## config.mk

```make
export PLATFORM = sky130hd
export DESIGN_NAME = sanitize_state_machine
export DESIGN_NICKNAME = d
export VERILOG_FILES = /design/src/rtl/sanitize_pkg.sv /design/src/rtl/progress_tracker.sv /design/src/rtl/sanitize_state_machine.sv
export VERILOG_INCLUDE_DIRS = /design/src /design/src/rtl
export SDC_FILE = /design/constraint.sdc
export NUM_CORES = 1
export LEC_CHECK = 0
export BUFFER_PORTS_ARGS = -buffer_cell sky130_fd_sc_hd__buf_2
export CAP_MARGIN = 20
export CORE_ASPECT_RATIO = 2
export CORE_MARGIN = 2
export CORE_UTILIZATION = 55
export DETAILED_ROUTE_END_ITERATION = 16
export GPL_TIMING_DRIVEN = 0
export PLACE_DENSITY = 0.77
export SLEW_MARGIN = 20
export SYNTH_ARGS = -nofsm -noshare
export SYNTH_HDL_FRONTEND = slang
export SYNTH_SLANG_ARGS = --single-unit
```

## constraint.sdc

```tcl
create_clock -name aclk -period 2.95 [get_ports aclk]
set_input_delay 0.59 -clock aclk [delete_from_list [all_inputs] [get_ports aclk]]
set_output_delay 0.59 -clock aclk [all_outputs]
set_load 0.02 [all_outputs]
```

## src/rtl/sanitize_defines.svh

```systemverilog
`ifndef SANITIZE_DEFINES_SVH
`define SANITIZE_DEFINES_SVH

// ============================================================
// Register byte offsets
`define SAN_OFF_COMMAND  8'h00
`define SAN_OFF_PARAM    8'h04
`define SAN_OFF_PATTERN  8'h08
`define SAN_OFF_RESULT   8'h0c
`define SAN_OFF_LBA_OUT  8'h10
`define SAN_OFF_EVENT    8'h14
`define SAN_OFF_CONFIG   8'h18

// ============================================================
// Command register fields
`define SAN_CMD_CODE_LSB   0
`define SAN_CMD_LOG_LSB    8
`define SAN_CMD_FEAT_LSB   16

// Parameter register fields
`define SAN_PAR_CLASS_LSB  0
`define SAN_PAR_FAILMODE   2
`define SAN_PAR_CLEARFAIL  3
`define SAN_PAR_INVERT     4
`define SAN_PAR_PASS_LSB   8

// Result register fields
`define SAN_RES_DONE       0
`define SAN_RES_ABORTED    1
`define SAN_RES_ERROR      2
`define SAN_RES_COMPLETED  3
`define SAN_RES_PAUSED     4
`define SAN_RES_STATE_LSB  8
`define SAN_RES_PCT_LSB    16

// Event register fields (write one to signal)
`define SAN_EVT_HARD       0
`define SAN_EVT_POWER_ON   1
`define SAN_EVT_SOFT       2

// Config register fields
`define SAN_CFG_ENCRYPT    0
`define SAN_CFG_STANDBY    1

// ============================================================
// Command codes
`define SAN_CODE           8'hb4
`define SAN_FEAT_STATUS    16'h0000
`define SAN_FEAT_CRYPTO    16'h0011
`define SAN_FEAT_OVERWRITE 16'h0014
`define SAN_FEAT_FREEZE    16'h0020
`define SAN_LOG_A          8'he0
`define SAN_LOG_B          8'h30
`define SAN_LOG_C          8'h10

// ============================================================
// Reset values and answers
`define SAN_CONFIG_RESET   2'h0
`define SAN_PCT_DONE       7'h64
`define SAN_RESP_OKAY      2'h0
`define SAN_RESP_SLVERR    2'h2

`endif

```

## src/rtl/sanitize_pkg.sv

```systemverilog
package sanitize_pkg;

	// ============================================================
	// Machine states, encoded idle 0 .. succeeded 4 by order
	typedef enum logic [2:0]
	{
		state_idle,
		state_frozen,
		state_operating,
		state_failed,
		state_succeeded
	} san_state_type;

	// Command class, tagged by the command front end
	typedef enum logic [1:0]
	{
		class_other,
		class_exempt,
		class_log_read,
		class_media
	} cmd_class_type;

endpackage : sanitize_pkg

```

## src/rtl/progress_tracker.sv

```systemverilog
`timescale 1ns/1ns
`include "sanitize_defines.svh"

// ============================================================
// Completion percentage of the running operation
module progress_tracker
(
	input  wire logic       aclk,
	input  wire logic       aresetn,
	input  wire logic       start,
	input  wire logic       finish,
	input  wire logic       running,
	input  wire logic [6:0] engine_percent,
	output logic      [6:0] percent
);

	typedef struct packed
	{
		logic [6:0] percent;
	} progress_state_type;

	progress_state_type current;
	progress_state_type next_state;

	// Clamp to the done figure; a stale engine value never goes backwards
	always_comb
	begin
		next_state = current;
		if (start)
			next_state.percent = 7'h00;
		else if (finish)
			next_state.percent = `SAN_PCT_DONE;
		else if (running && engine_percent > current.percent)
			next_state.percent = (engine_percent > `SAN_PCT_DONE) ?
				`SAN_PCT_DONE : engine_percent;
	end

	// Register the state
	always_ff @(posedge aclk)
	begin
		if (!aresetn)
			current <= '0;
		else
			current <= next_state;
	end

	assign percent = current.percent;

endmodule : progress_tracker

```

## src/rtl/sanitize_state_machine.sv

```systemverilog
// What this block does
// - Code b4 with feature 0011 is crypto scramble, 0014 is overwrite.
// - Status query (feature 0000) reports state and completion percentage.
// - Freeze-lock (0020) enters frozen from idle; later scramble or overwrite aborts.
// - Frozen aborts operation commands; status query leaves frozen unchanged.
// - Hardware or power-on reset returns frozen to idle.
// - Idle stays idle across resets and status; accepts operations or freeze.
// - Good operation command enters operating from idle, succeeded or failed.
// - Operation keeps running after its starting command has completed.
// - While operating, abort all commands outside the fixed allow-list.
// - Software reset, hardware reset or status never leave operating.
// - Power-on reset during an operation continues that operation.
// - Standby power-up resumes on a media access command, which fails.
// - Clean finish enters succeeded; status then reports completed without error.
// - Unsanitized sectors enter failed; status errors with unsuccessful code.
// - Inaccessible sectors left unsanitized are not an operation failure.
// - Failed clears only with failure-mode start and clearing status query.
// - Succeeded returns to idle on hardware, power-on reset or status.
// - Overwrite uses four-byte pattern, pass count and optional inversion.
// - Crypto scramble only on encrypting models; otherwise only overwrite.
// - Operations purge user data caches, leave non-user areas alone.
//
// The AXI4-Lite slave port and the register addresses were left to the implementer.
`timescale 1ns/1ns
`include "sanitize_defines.svh"

module sanitize_state_machine
#(
	parameter int          PASS_WIDTH     = 4,
	// Arbitrary value for the unsuccessful-command code
	parameter logic [31:0] UNSUCCESS_CODE = 32'h0000_0001
)
(
	input  wire logic                  aclk,
	input  wire logic                  aresetn,
	// AXI4-Lite slave
	input  wire logic [7:0]            s_axi_awaddr,
	input  wire logic                  s_axi_awvalid,
	output logic                       s_axi_awready,
	input  wire logic [31:0]           s_axi_wdata,
	input  wire logic [3:0]            s_axi_wstrb,
	input  wire logic                  s_axi_wvalid,
	output logic                       s_axi_wready,
	output logic [1:0]                 s_axi_bresp,
	output logic                       s_axi_bvalid,
	input  wire logic                  s_axi_bready,
	input  wire logic [7:0]            s_axi_araddr,
	input  wire logic                  s_axi_arvalid,
	output logic                       s_axi_arready,
	output logic [31:0]                s_axi_rdata,
	output logic [1:0]                 s_axi_rresp,
	output logic                       s_axi_rvalid,
	input  wire logic                  s_axi_rready,
	// Media erase engine
	output logic                       engine_start,
	output logic                       engine_run,
	output logic                       engine_crypto,
	output logic                       engine_purge_cache,
	output logic [31:0]                engine_pattern,
	output logic [PASS_WIDTH-1:0]      engine_passes,
	output logic                       engine_invert,
	input  wire logic                  engine_done,
	input  wire logic                  engine_ok,
	input  wire logic [6:0]            engine_percent,
	// Machine state for the rest of the device
	output sanitize_pkg::san_state_type state
);

	// ============================================================
	// Parameter check
	if (PASS_WIDTH < 1 || PASS_WIDTH > 8)
	begin : bad_pass_width
		$error("PASS_WIDTH must lie between 1 and 8");
	end

	// ============================================================
	// State
	typedef struct packed
	{
		sanitize_pkg::san_state_type state;
		logic                        paused;
		logic                        run;
		logic                        fail_mode;
		logic                        crypto;
		logic                        invert;
		logic [PASS_WIDTH-1:0]       passes;
		logic                        start;
		logic [1:0]                  config_bits;
		logic [31:0]                 param;
		logic [31:0]                 pattern;
		logic                        done;
		logic                        aborted;
		logic                        error;
		logic                        completed;
		logic [31:0]                 lba_out;
		logic                        aw_held;
		logic                        w_held;
		logic [7:0]                  awaddr;
		logic [31:0]                 wdata;
		logic [3:0]                  wstrb;
		logic                        awready;
		logic                        wready;
		logic                        bvalid;
		logic [1:0]                  bresp;
		logic                        arready;
		logic                        rvalid;
		logic [1:0]                  rresp;
		logic [31:0]                 rdata;
	} machine_type;

	machine_type current;
	machine_type next_state;
	logic [6:0]  percent;
	logic        finish;

	// Engine result only counts while the operation is live
	assign finish = engine_done && current.state ==
		sanitize_pkg::state_operating && !current.paused;

	// Byte-lane merge for the writable words
	function automatic logic [31:0] merge(input logic [31:0] old_word,
		input logic [31:0] new_word, input logic [3:0] strb);
		logic [31:0] result;
		result = old_word;
		for (int i = 0; i < 4; i++)
			if (strb[i])
				result[8*i +: 8] = new_word[8*i +: 8];
		return result;
	endfunction : merge

	// ============================================================
	// Next-state logic
	always_comb
	begin
		logic [7:0]                  code;
		logic [7:0]                  log_addr;
		logic [15:0]                 feature;
		sanitize_pkg::cmd_class_type cls;
		logic                        mapped;
		logic [31:0]                 rd;
		code       = '0;
		log_addr   = '0;
		feature    = '0;
		cls        = sanitize_pkg::class_other;
		mapped     = 1'b0;
		rd         = '0;
		next_state = current;
		next_state.start = 1'b0;

		// Write address and data taken in either order
		if (s_axi_awvalid && current.awready)
		begin
			next_state.aw_held = 1'b1;
			next_state.awaddr  = s_axi_awaddr;
			next_state.awready = 1'b0;
		end
		if (s_axi_wvalid && current.wready)
		begin
			next_state.w_held = 1'b1;
			next_state.wdata  = s_axi_wdata;
			next_state.wstrb  = s_axi_wstrb;
			next_state.wready = 1'b0;
		end
		if (current.bvalid && s_axi_bready)
		begin
			next_state.bvalid  = 1'b0;
			next_state.awready = 1'b1;
			next_state.wready  = 1'b1;
		end

		// Engine completion; only allocatable sectors decide the outcome
		if (finish)
		begin
			if (engine_ok)
				next_state.state = sanitize_pkg::state_succeeded;
			else
				next_state.state = sanitize_pkg::state_failed;
		end

		// Perform a held write once both halves are in
		if (current.aw_held && current.w_held && !current.bvalid)
		begin
			next_state.aw_held = 1'b0;
			next_state.w_held  = 1'b0;
			next_state.bvalid  = 1'b1;
			next_state.bresp   = `SAN_RESP_OKAY;
			unique case (current.awaddr)
				`SAN_OFF_PARAM:
					next_state.param = merge(current.param, current.wdata,
						current.wstrb);
				`SAN_OFF_PATTERN:
					next_state.pattern = merge(current.pattern, current.wdata,
						current.wstrb);
				`SAN_OFF_CONFIG:
					next_state.config_bits = 2'(merge({30'h0,
						current.config_bits}, current.wdata, current.wstrb));
				`SAN_OFF_EVENT:
				begin
					// Hard and power-on resets free frozen and succeeded
					if (current.wdata[`SAN_EVT_HARD] ||
						current.wdata[`SAN_EVT_POWER_ON])
					begin
						if (current.state == sanitize_pkg::state_frozen ||
							current.state == sanitize_pkg::state_succeeded)
							next_state.state = sanitize_pkg::state_idle;
					end
					// Power-on keeps the operation; standby power-up pauses it
					if (current.wdata[`SAN_EVT_POWER_ON] &&
						current.state == sanitize_pkg::state_operating &&
						current.config_bits[`SAN_CFG_STANDBY])
						next_state.paused = 1'b1;
					// Software reset touches nothing here
				end
				`SAN_OFF_COMMAND:
				begin
					code     = current.wdata[`SAN_CMD_CODE_LSB +: 8];
					log_addr = current.wdata[`SAN_CMD_LOG_LSB +: 8];
					feature  = current.wdata[`SAN_CMD_FEAT_LSB +: 16];
					cls      = sanitize_pkg::cmd_class_type'(
						current.param[`SAN_PAR_CLASS_LSB +: 2]);
					next_state.done      = 1'b1;
					next_state.aborted   = 1'b0;
					next_state.error     = 1'b0;
					next_state.completed = 1'b0;
					next_state.lba_out   = '0;
					if (code == `SAN_CODE && feature == `SAN_FEAT_STATUS)
					begin
						// Status never disturbs idle, frozen or operating
						unique case (current.state)
							sanitize_pkg::state_succeeded:
							begin
								next_state.completed = 1'b1;
								next_state.state = sanitize_pkg::state_idle;
							end
							sanitize_pkg::state_failed:
								if (current.fail_mode &&
									current.param[`SAN_PAR_CLEARFAIL])
									next_state.state =
										sanitize_pkg::state_idle;
								else
								begin
									next_state.error   = 1'b1;
									next_state.lba_out = UNSUCCESS_CODE;
								end
							default:
							begin
							end
						endcase
					end
					else if (code == `SAN_CODE && (feature ==
						`SAN_FEAT_CRYPTO || feature == `SAN_FEAT_OVERWRITE))
					begin
						if (current.state == sanitize_pkg::state_frozen ||
							current.state == sanitize_pkg::state_operating ||
							(feature == `SAN_FEAT_CRYPTO &&
							!current.config_bits[`SAN_CFG_ENCRYPT]))
							next_state.aborted = 1'b1;
						else
						begin
							// Completes at once; the engine carries on
							next_state.state  = sanitize_pkg::state_operating;
							next_state.paused = 1'b0;
							next_state.start  = 1'b1;
							next_state.crypto = (feature == `SAN_FEAT_CRYPTO);
							next_state.fail_mode =
								current.param[`SAN_PAR_FAILMODE];
							next_state.invert =
								current.param[`SAN_PAR_INVERT];
							next_state.passes =
								current.param[`SAN_PAR_PASS_LSB +: PASS_WIDTH];
						end
					end
					else if (code == `SAN_CODE && feature == `SAN_FEAT_FREEZE)
					begin
						if (current.state == sanitize_pkg::state_idle ||
							current.state == sanitize_pkg::state_frozen)
							next_state.state = sanitize_pkg::state_frozen;
						else
							next_state.aborted = 1'b1;
					end
					else if (code == `SAN_CODE)
						next_state.aborted = 1'b1;
					else if (current.state == sanitize_pkg::state_operating)
					begin
						// Only the fixed allow-list passes during an operation
						if (!(cls == sanitize_pkg::class_exempt ||
							(cls == sanitize_pkg::class_log_read &&
							(log_addr == `SAN_LOG_A || log_addr == `SAN_LOG_B ||
							log_addr == `SAN_LOG_C))))
							next_state.aborted = 1'b1;
						// A media access wakes a paused operation but still fails
						if (cls == sanitize_pkg::class_media && current.paused)
							next_state.paused = 1'b0;
					end
				end
				default:
					next_state.bresp = `SAN_RESP_SLVERR;
			endcase
		end

		// Read channel: one answer at a time
		if (current.rvalid && s_axi_rready)
		begin
			next_state.rvalid  = 1'b0;
			next_state.arready = 1'b1;
		end
		if (s_axi_arvalid && current.arready)
		begin
			mapped = 1'b1;
			unique case (s_axi_araddr)
				`SAN_OFF_PARAM:   rd = current.param;
				`SAN_OFF_PATTERN: rd = current.pattern;
				`SAN_OFF_LBA_OUT: rd = current.lba_out;
				`SAN_OFF_CONFIG:  rd = {30'h0, current.config_bits};
				`SAN_OFF_RESULT:
				begin
					rd[`SAN_RES_DONE]      = current.done;
					rd[`SAN_RES_ABORTED]   = current.aborted;
					rd[`SAN_RES_ERROR]     = current.error;
					rd[`SAN_RES_COMPLETED] = current.completed;
					rd[`SAN_RES_PAUSED]    = current.paused;
					rd[`SAN_RES_STATE_LSB +: 3] = current.state;
					rd[`SAN_RES_PCT_LSB +: 7]   = percent;
				end
				`SAN_OFF_COMMAND: rd = '0;
				`SAN_OFF_EVENT:   rd = '0;
				default:          mapped = 1'b0;
			endcase
			next_state.arready = 1'b0;
			next_state.rvalid  = 1'b1;
			next_state.rdata   = rd;
			next_state.rresp   = mapped ? `SAN_RESP_OKAY : `SAN_RESP_SLVERR;
		end

		// Run level kept in a flop so the engine never sees a decode glitch
		next_state.run = next_state.state == sanitize_pkg::state_operating &&
			!next_state.paused;
	end

	// ============================================================
	// State register; idle is the never-sanitized starting point
	always_ff @(posedge aclk)
	begin
		if (!aresetn)
		begin
			current         <= '0;
			current.awready <= 1'b1;
			current.wready  <= 1'b1;
			current.arready <= 1'b1;
			current.config_bits <= `SAN_CONFIG_RESET;
		end
		else
			current <= next_state;
	end

	// ============================================================
	// Progress percentage for status queries
	progress_tracker u_progress
	(
		.aclk           (aclk),
		.aresetn        (aresetn),
		.start          (current.start),
		.finish         (finish),
		.running        (current.state == sanitize_pkg::state_operating),
		.engine_percent (engine_percent),
		.percent        (percent)
	);

	// ============================================================
	// Outputs, all straight from the state register
	assign s_axi_awready      = current.awready;
	assign s_axi_wready       = current.wready;
	assign s_axi_bvalid       = current.bvalid;
	assign s_axi_bresp        = current.bresp;
	assign s_axi_arready      = current.arready;
	assign s_axi_rvalid       = current.rvalid;
	assign s_axi_rresp        = current.rresp;
	assign s_axi_rdata        = current.rdata;
	assign engine_start       = current.start;
	// Run stays low while a standby power-up waits for media access
	assign engine_run         = current.run;
	assign engine_crypto      = current.crypto;
	assign engine_purge_cache = current.start;
	assign engine_pattern     = current.pattern;
	assign engine_passes      = current.passes;
	assign engine_invert      = current.invert;
	assign state              = current.state;

endmodule : sanitize_state_machine

```

Yosys cells after proc, flatten, opt, wreduce, memory -nomap -nowiden --
Cells that the tools add are included.
Storage, ports and cells: word-level logic and storage cells 179, output and inout bits 85, input port bits 68, register bits after elaboration 209
Operators by class: muxes and demuxes 51, $lt $le $gt $ge 2, reductions and logical operators 58, bitwise gates (word level) 6, equality and inequality tests 25
Operators with widths (count):
- 8-bit by 5-bit == test with 1-bit output (second input constant) | 6
- 36-bit two-way mux | 1
- 34-bit two-way mux | 1
- 16-bit by 5-bit == test with 1-bit output (second input constant) | 2
- 7-bit case mux with 4 select lines | 1
- 3-bit two-way mux | 9
- 9-bit case mux with 3 select lines | 1
- 3-bit AND reduction | 9
- 5-bit case mux with 5 select lines | 1
- 8-bit by 4-bit == test with 1-bit output (second input constant) | 3
- 1-bit two-way mux | 23
- 7-bit two-way mux | 3
- 1-bit logical AND | 20
- 16-bit by 6-bit == test with 1-bit output (second input constant) | 1
- 8-bit by 3-bit == test with 1-bit output (second input constant) | 2
- 8-bit == test (second input constant) | 2
- 16-bit logical NOT | 1
- 8-bit logical NOT | 2
- 5-bit case mux with 3 select lines | 1
- 4-bit two-way mux | 3
- 3-bit case mux with 4 select lines | 1
- 5-bit OR reduction | 2
- 3-bit by 2-bit == test with 1-bit output (second input constant) | 3
- 1-bit logical OR | 9
- other kinds (20) | 35

Depth between registers and ports, before layout --
depth in word-level cells 12, mapped depth 8, gate-level depth less buffers 8

Modules after synthesis --
A second synthesis with hierarchy kept.
Unflattened totals: cell total of the unflattened synthesis 994, area, all modules 8366.8 sq um
Modules (own cells, without submodules):
- sanitize_state_machine | cells an instance 928, times used 1, area each 7821.3 sq um, sequential area each 3363.2 sq um
- progress_tracker | cells an instance 66, times used 1, area each 545.5 sq um, sequential area each 140.1 sq um

Least setup slack after synthesis --
No wires, ideal clock.
path kind input port to flip-flop, start point input s_axi_araddr[7], end point register current (netlist bit s_axi_rdata[15]), arrival time 2.163 ns, setup time 0.080 ns, data required time 2.870 ns, path slack 0.708 ns, cell stages on the path 7, cell sequence or4_1 nor4_2 nor2b_1 buf_2 buf_2 a221oi_1 nor3b_1
Between the ends: cells in the longest elaborated chain, start to end 2, elaborated cells on any way between the ends 4, those cells by class eq/ne: 3; mux: 1
Ends and longest elaborated chain:
- start: declaration | line sanitize_state_machine.sv:47 | input wire logic [7:0] s_axi_araddr,
- 8-bit by 5-bit == test with 1-bit output, or another cell as far along | line sanitize_state_machine.sv:310 | unique case (s_axi_araddr)
- 5-bit case mux with 3 select lines (*) | line sanitize_state_machine.sv:310
- end signal: assignment | line sanitize_state_machine.sv:353 | current <= next_state;
- end: declaration | line sanitize_state_machine.sv:111 | machine_type current;
Mark *: on every way between the ends. The rest lies on a longest branch, timed or not. A chain may end at the register's enable or synchronous reset.

Worst setup path after layout --
start point register current[81] (netlist bit), end point register current[180] (netlist bit)
Between the ends: cells in the longest elaborated chain, start to end 2
Ends and longest elaborated chain:
- 8-bit by 3-bit == test with 1-bit output | line sanitize_state_machine.sv:187 | unique case (current.awaddr)
- 3-bit AND reduction (no source line)
No other way between the ends.

==> flow_metrics.tcl <==
set metrics [dict create \
    status "complete, no violations" \
    min_from "s_axi_wvalid" \
    die_x_microns 90.7 \
    critPathTopFamily "simple AND/OR/NAND/NOR gates" \
    via_per_inst 5.71 \
    syn_inst 968 \
    p_leak_uw 0.00406 \
    numCtsBuffers 17 \
    post-route-util 0.668 \
    pre_cts_ws_ps 20.1 \
    drcViolationCount 0 \
    syn2layout_area_growth_pct 18.9 \
    yosys_warnings 0 \
    post_drt_wl_per_cell_microns 18.0 \
    fin_ws_ps 77.5 \
    arrival_ps 3210 \
    synth-seq-cells 175 \
    critPathCaptureType "flip-flop" \
    hp-class "in -> reg" \
    powerDensity_mw_per_mm2 532 \
    report.final.hold_viol_count 0 \
    tightestPinTransition_ps 1060 \
    worstPathRequired_ps 3290 \
    rrSetupSlack_ps 80 \
    cp-start-kind "flip-flop" \
    synthXorXnorAreaFrac 0.00212 \
    n_antenna_cell 0 \
    ys_seq_area_frac 0.423 \
    ant_nets 0 \
    clockRootBuffer "clkbuf_16" \
    fin_crit_sh 0.974 \
    maxCapViolCount 0 \
    fin_tns_setup_ps 0 \
    max_stage_delay_ps 720 \
    syn_avg_cell_area_sq_um 8.55 \
    place_hpwl_microns 18500 \
    whs_ps 373 \
    antenna_found_initial 0 \
    r2r-end "current[180]$_SDFFE_PN0P_" \
    hold_depth 2 \
    setup-violations-final 0 \
    yosysTopAreaCell "dfxtp_1" \
    slew_headroom 0.294 \
    nets 1213 \
    p_total_uw 5240 \
    synth_area_leaders "dfxtp_1 (42%), a21boi_0 (10%), nand2_1 (7.9%)" \
    yosysTopAreaCellShare 0.423 \
    ir_drop_mv 0.418 \
    vias 7690 \
    grt_pass1_vias 7498 \
    worst-path-stages 6 \
    final_layout_size_suffix_gt1_frac 0.257 \
    die_y_microns 177 \
    synth_top_family_by_area "simple AND/OR/NAND/NOR gates" \
    crit_chain "nor4_1 -> nand2_1 -> nor2_2 -> buf_1 -> nand3_1 -> a21boi_0" \
    yosys.area_share.simple 0.241 \
    place.gp.congestion 0.928 \
    rsz0062_at_grt "false" \
    grt_start_max_net_pins 18 \
    path_clk_slew_ps 70 \
    path_buf_inv 1 \
    grt_overflow 0 \
    io_buffers 150 \
    slew_viol_final 0 \
    r2r_cells 6 \
    final.setup_skew_ps 13.7 \
    start_util 0.561 \
    grt_pass1_wl_microns 37700 \
    drtPass1Iterations 5 \
    row_count 63 \
    crit_type "reg -> reg" \
    crit_slowest_cell "nor4_1" \
    rr_startpoint "current[81]$_SDFFE_PN0P_" \
    synthArstFlopShare 0 \
    layout_common_cells "nand2_1 (175), dfxtp_1 (175), buf_2 (156)" \
    ios 153 \
    cts.sinks 175 \
    post_cts.repair.setup_buffers 0 \
    clk_path_buf_depth 2 \
    synth-edff-count 0 \
    finalWirelength_microns 24300 \
    synthMuxAreaShare 0.0395 \
    fmax_mhz 348 \
    netlist_area_sq_mm 0.00828 \
    core_area_sq_mm 0.0147 \
    clk_latency_ps 430 \
    first_iter_violations 485 \
    crit_fanout 10 \
    cts_max_level 4 \
    cts_tree "built" \
    dieArea_sq_mm 0.0161 \
    fillers 1332 \
    synth_compound_area_frac 0.177 \
    period_minus_slack_ps 2870 \
    synth_fa_ha_area_frac 0.0106 \
    min_to "s_axi_wready$_SDFFE_PP1P_" \
    ys_types 62 \
    synth_ff_type "dfxtp_1" \
    grt_usage 0.301 \
]
-- worst register-to-register path, stage by stage, from the launching register on --
cell and delay, ps:
dfxtp_1 350, nor4_1 720, nand2_1 220, nor2_2 520
buf_1 590, nand3_1 160, a21boi_0 220
-- metal layers --
layer	vias up	GRT usage	wire length (microns)
met3	105	0.0395	1350
met5	-	0	0
met2	357	0.553	12700
met1	3576	0.304	8500
met4	0	0.228	1750
li1	3652	-	-
-- flip-flops by register name, indices dropped and copies added, names as in the netlist --
signal and count:
u_progress.percent 7, engine_run 1, s_axi_rresp 1, engine_crypto 1
s_axi_arready 1, current 86, engine_passes 4, s_axi_rdata 32
s_axi_bresp 1, s_axi_bvalid 1, s_axi_awready 1, engine_invert 1
s_axi_rvalid 1, engine_purge_cache 1, state 3, s_axi_wready 1
engine_pattern 32
-- cells in the mapped netlist (all sizes together), types with 2 or more instances --
cell type,instances
a2111oi,2
a21boi,114
a21oi,11
a221oi,32
a31oi,3
and2,7
and3,3
and4b,2
buf,89
clkbuf,48
dfxtp,175
ha,7
inv,13
mux2,13
mux2i,18
nand2,176
nand2b,4
nand3,81
nand3b,4
nand4,3
nor2,45
nor2b,17
nor3,6
nor3b,34
nor4,7
o21a,4
o21ai,19
o221ai,2
o31ai,2
or2,2
or3b,2
or4,6
or4b,2
-- power by group --
part           switching, uW  internal (uW)  total [uW]  leakage [uW]
registers               67.9           2440        2500       0.00142
logic                    329            231         560       0.00237
clock network           1040           1140        2170      0.000268
total                   1440           3800        5240       0.00406
-- timing repair --
item / 4_1_cts / 5_1_grt
hold buffers: 0 / 0
endpoints found under the setup margin: 3 / 1
gates resized for setup: 1 / 1
-- how the worst max path moves through the flow --
stage | startpoint | end | slack [ps]
global placement | current[81]$_SDFFE_PN0P_ | current[162]$_SDFFE_PN0P_ | 90
global route | current[81]$_SDFFE_PN0P_ | current[181]$_SDFFE_PN0P_ | 1
CTS | current[81]$_SDFFE_PN0P_ | current[180]$_SDFFE_PN0P_ | 160
detailed placement | current[81]$_SDFFE_PN0P_ | current[179]$_SDFFE_PN0P_ | 20
finish | current[81]$_SDFFE_PN0P_ | current[180]$_SDFFE_PN0P_ | 80
floorplan | s_axi_araddr[7] | s_axi_rdata[15]$_SDFFE_PN0P_ | 710
-- cell type report --
cell class,instances,area (sq um),share of cell area
flip-flops and latches,175,3500,0.356
well taps,195,244,0.0248
multi-input cells,644,3900,0.396
clock buffers,19,443,0.0450
clock inverters,13,123,0.0125
repair buffers,150,751,0.0763
inverters,13,48.8,0.00496
plain buffers,137,832,0.0845
-- cells by family after synthesis --
kind of cell	Yosys count
DFF	175
and+or+nand+nor	405
muxes	31
adders and majority gates	7
AOI/OAI and AO/OA	197
xor gates and xnor gates	2
buffers and inverters	150
other	1
-- through the flow --
| stage | instances | instance area, sq um |
|---|---|---|
| floorplan | 969 | 8280 |
| global placement | 1314 | 9280 |
| detailed placement | 1314 | 9280 |
| CTS | 1346 | 9840 |
| global route | 1346 | 9840 |
| finish | 1346 | 9840 |
No activity file was read; power rests on OpenSTA's default activity.
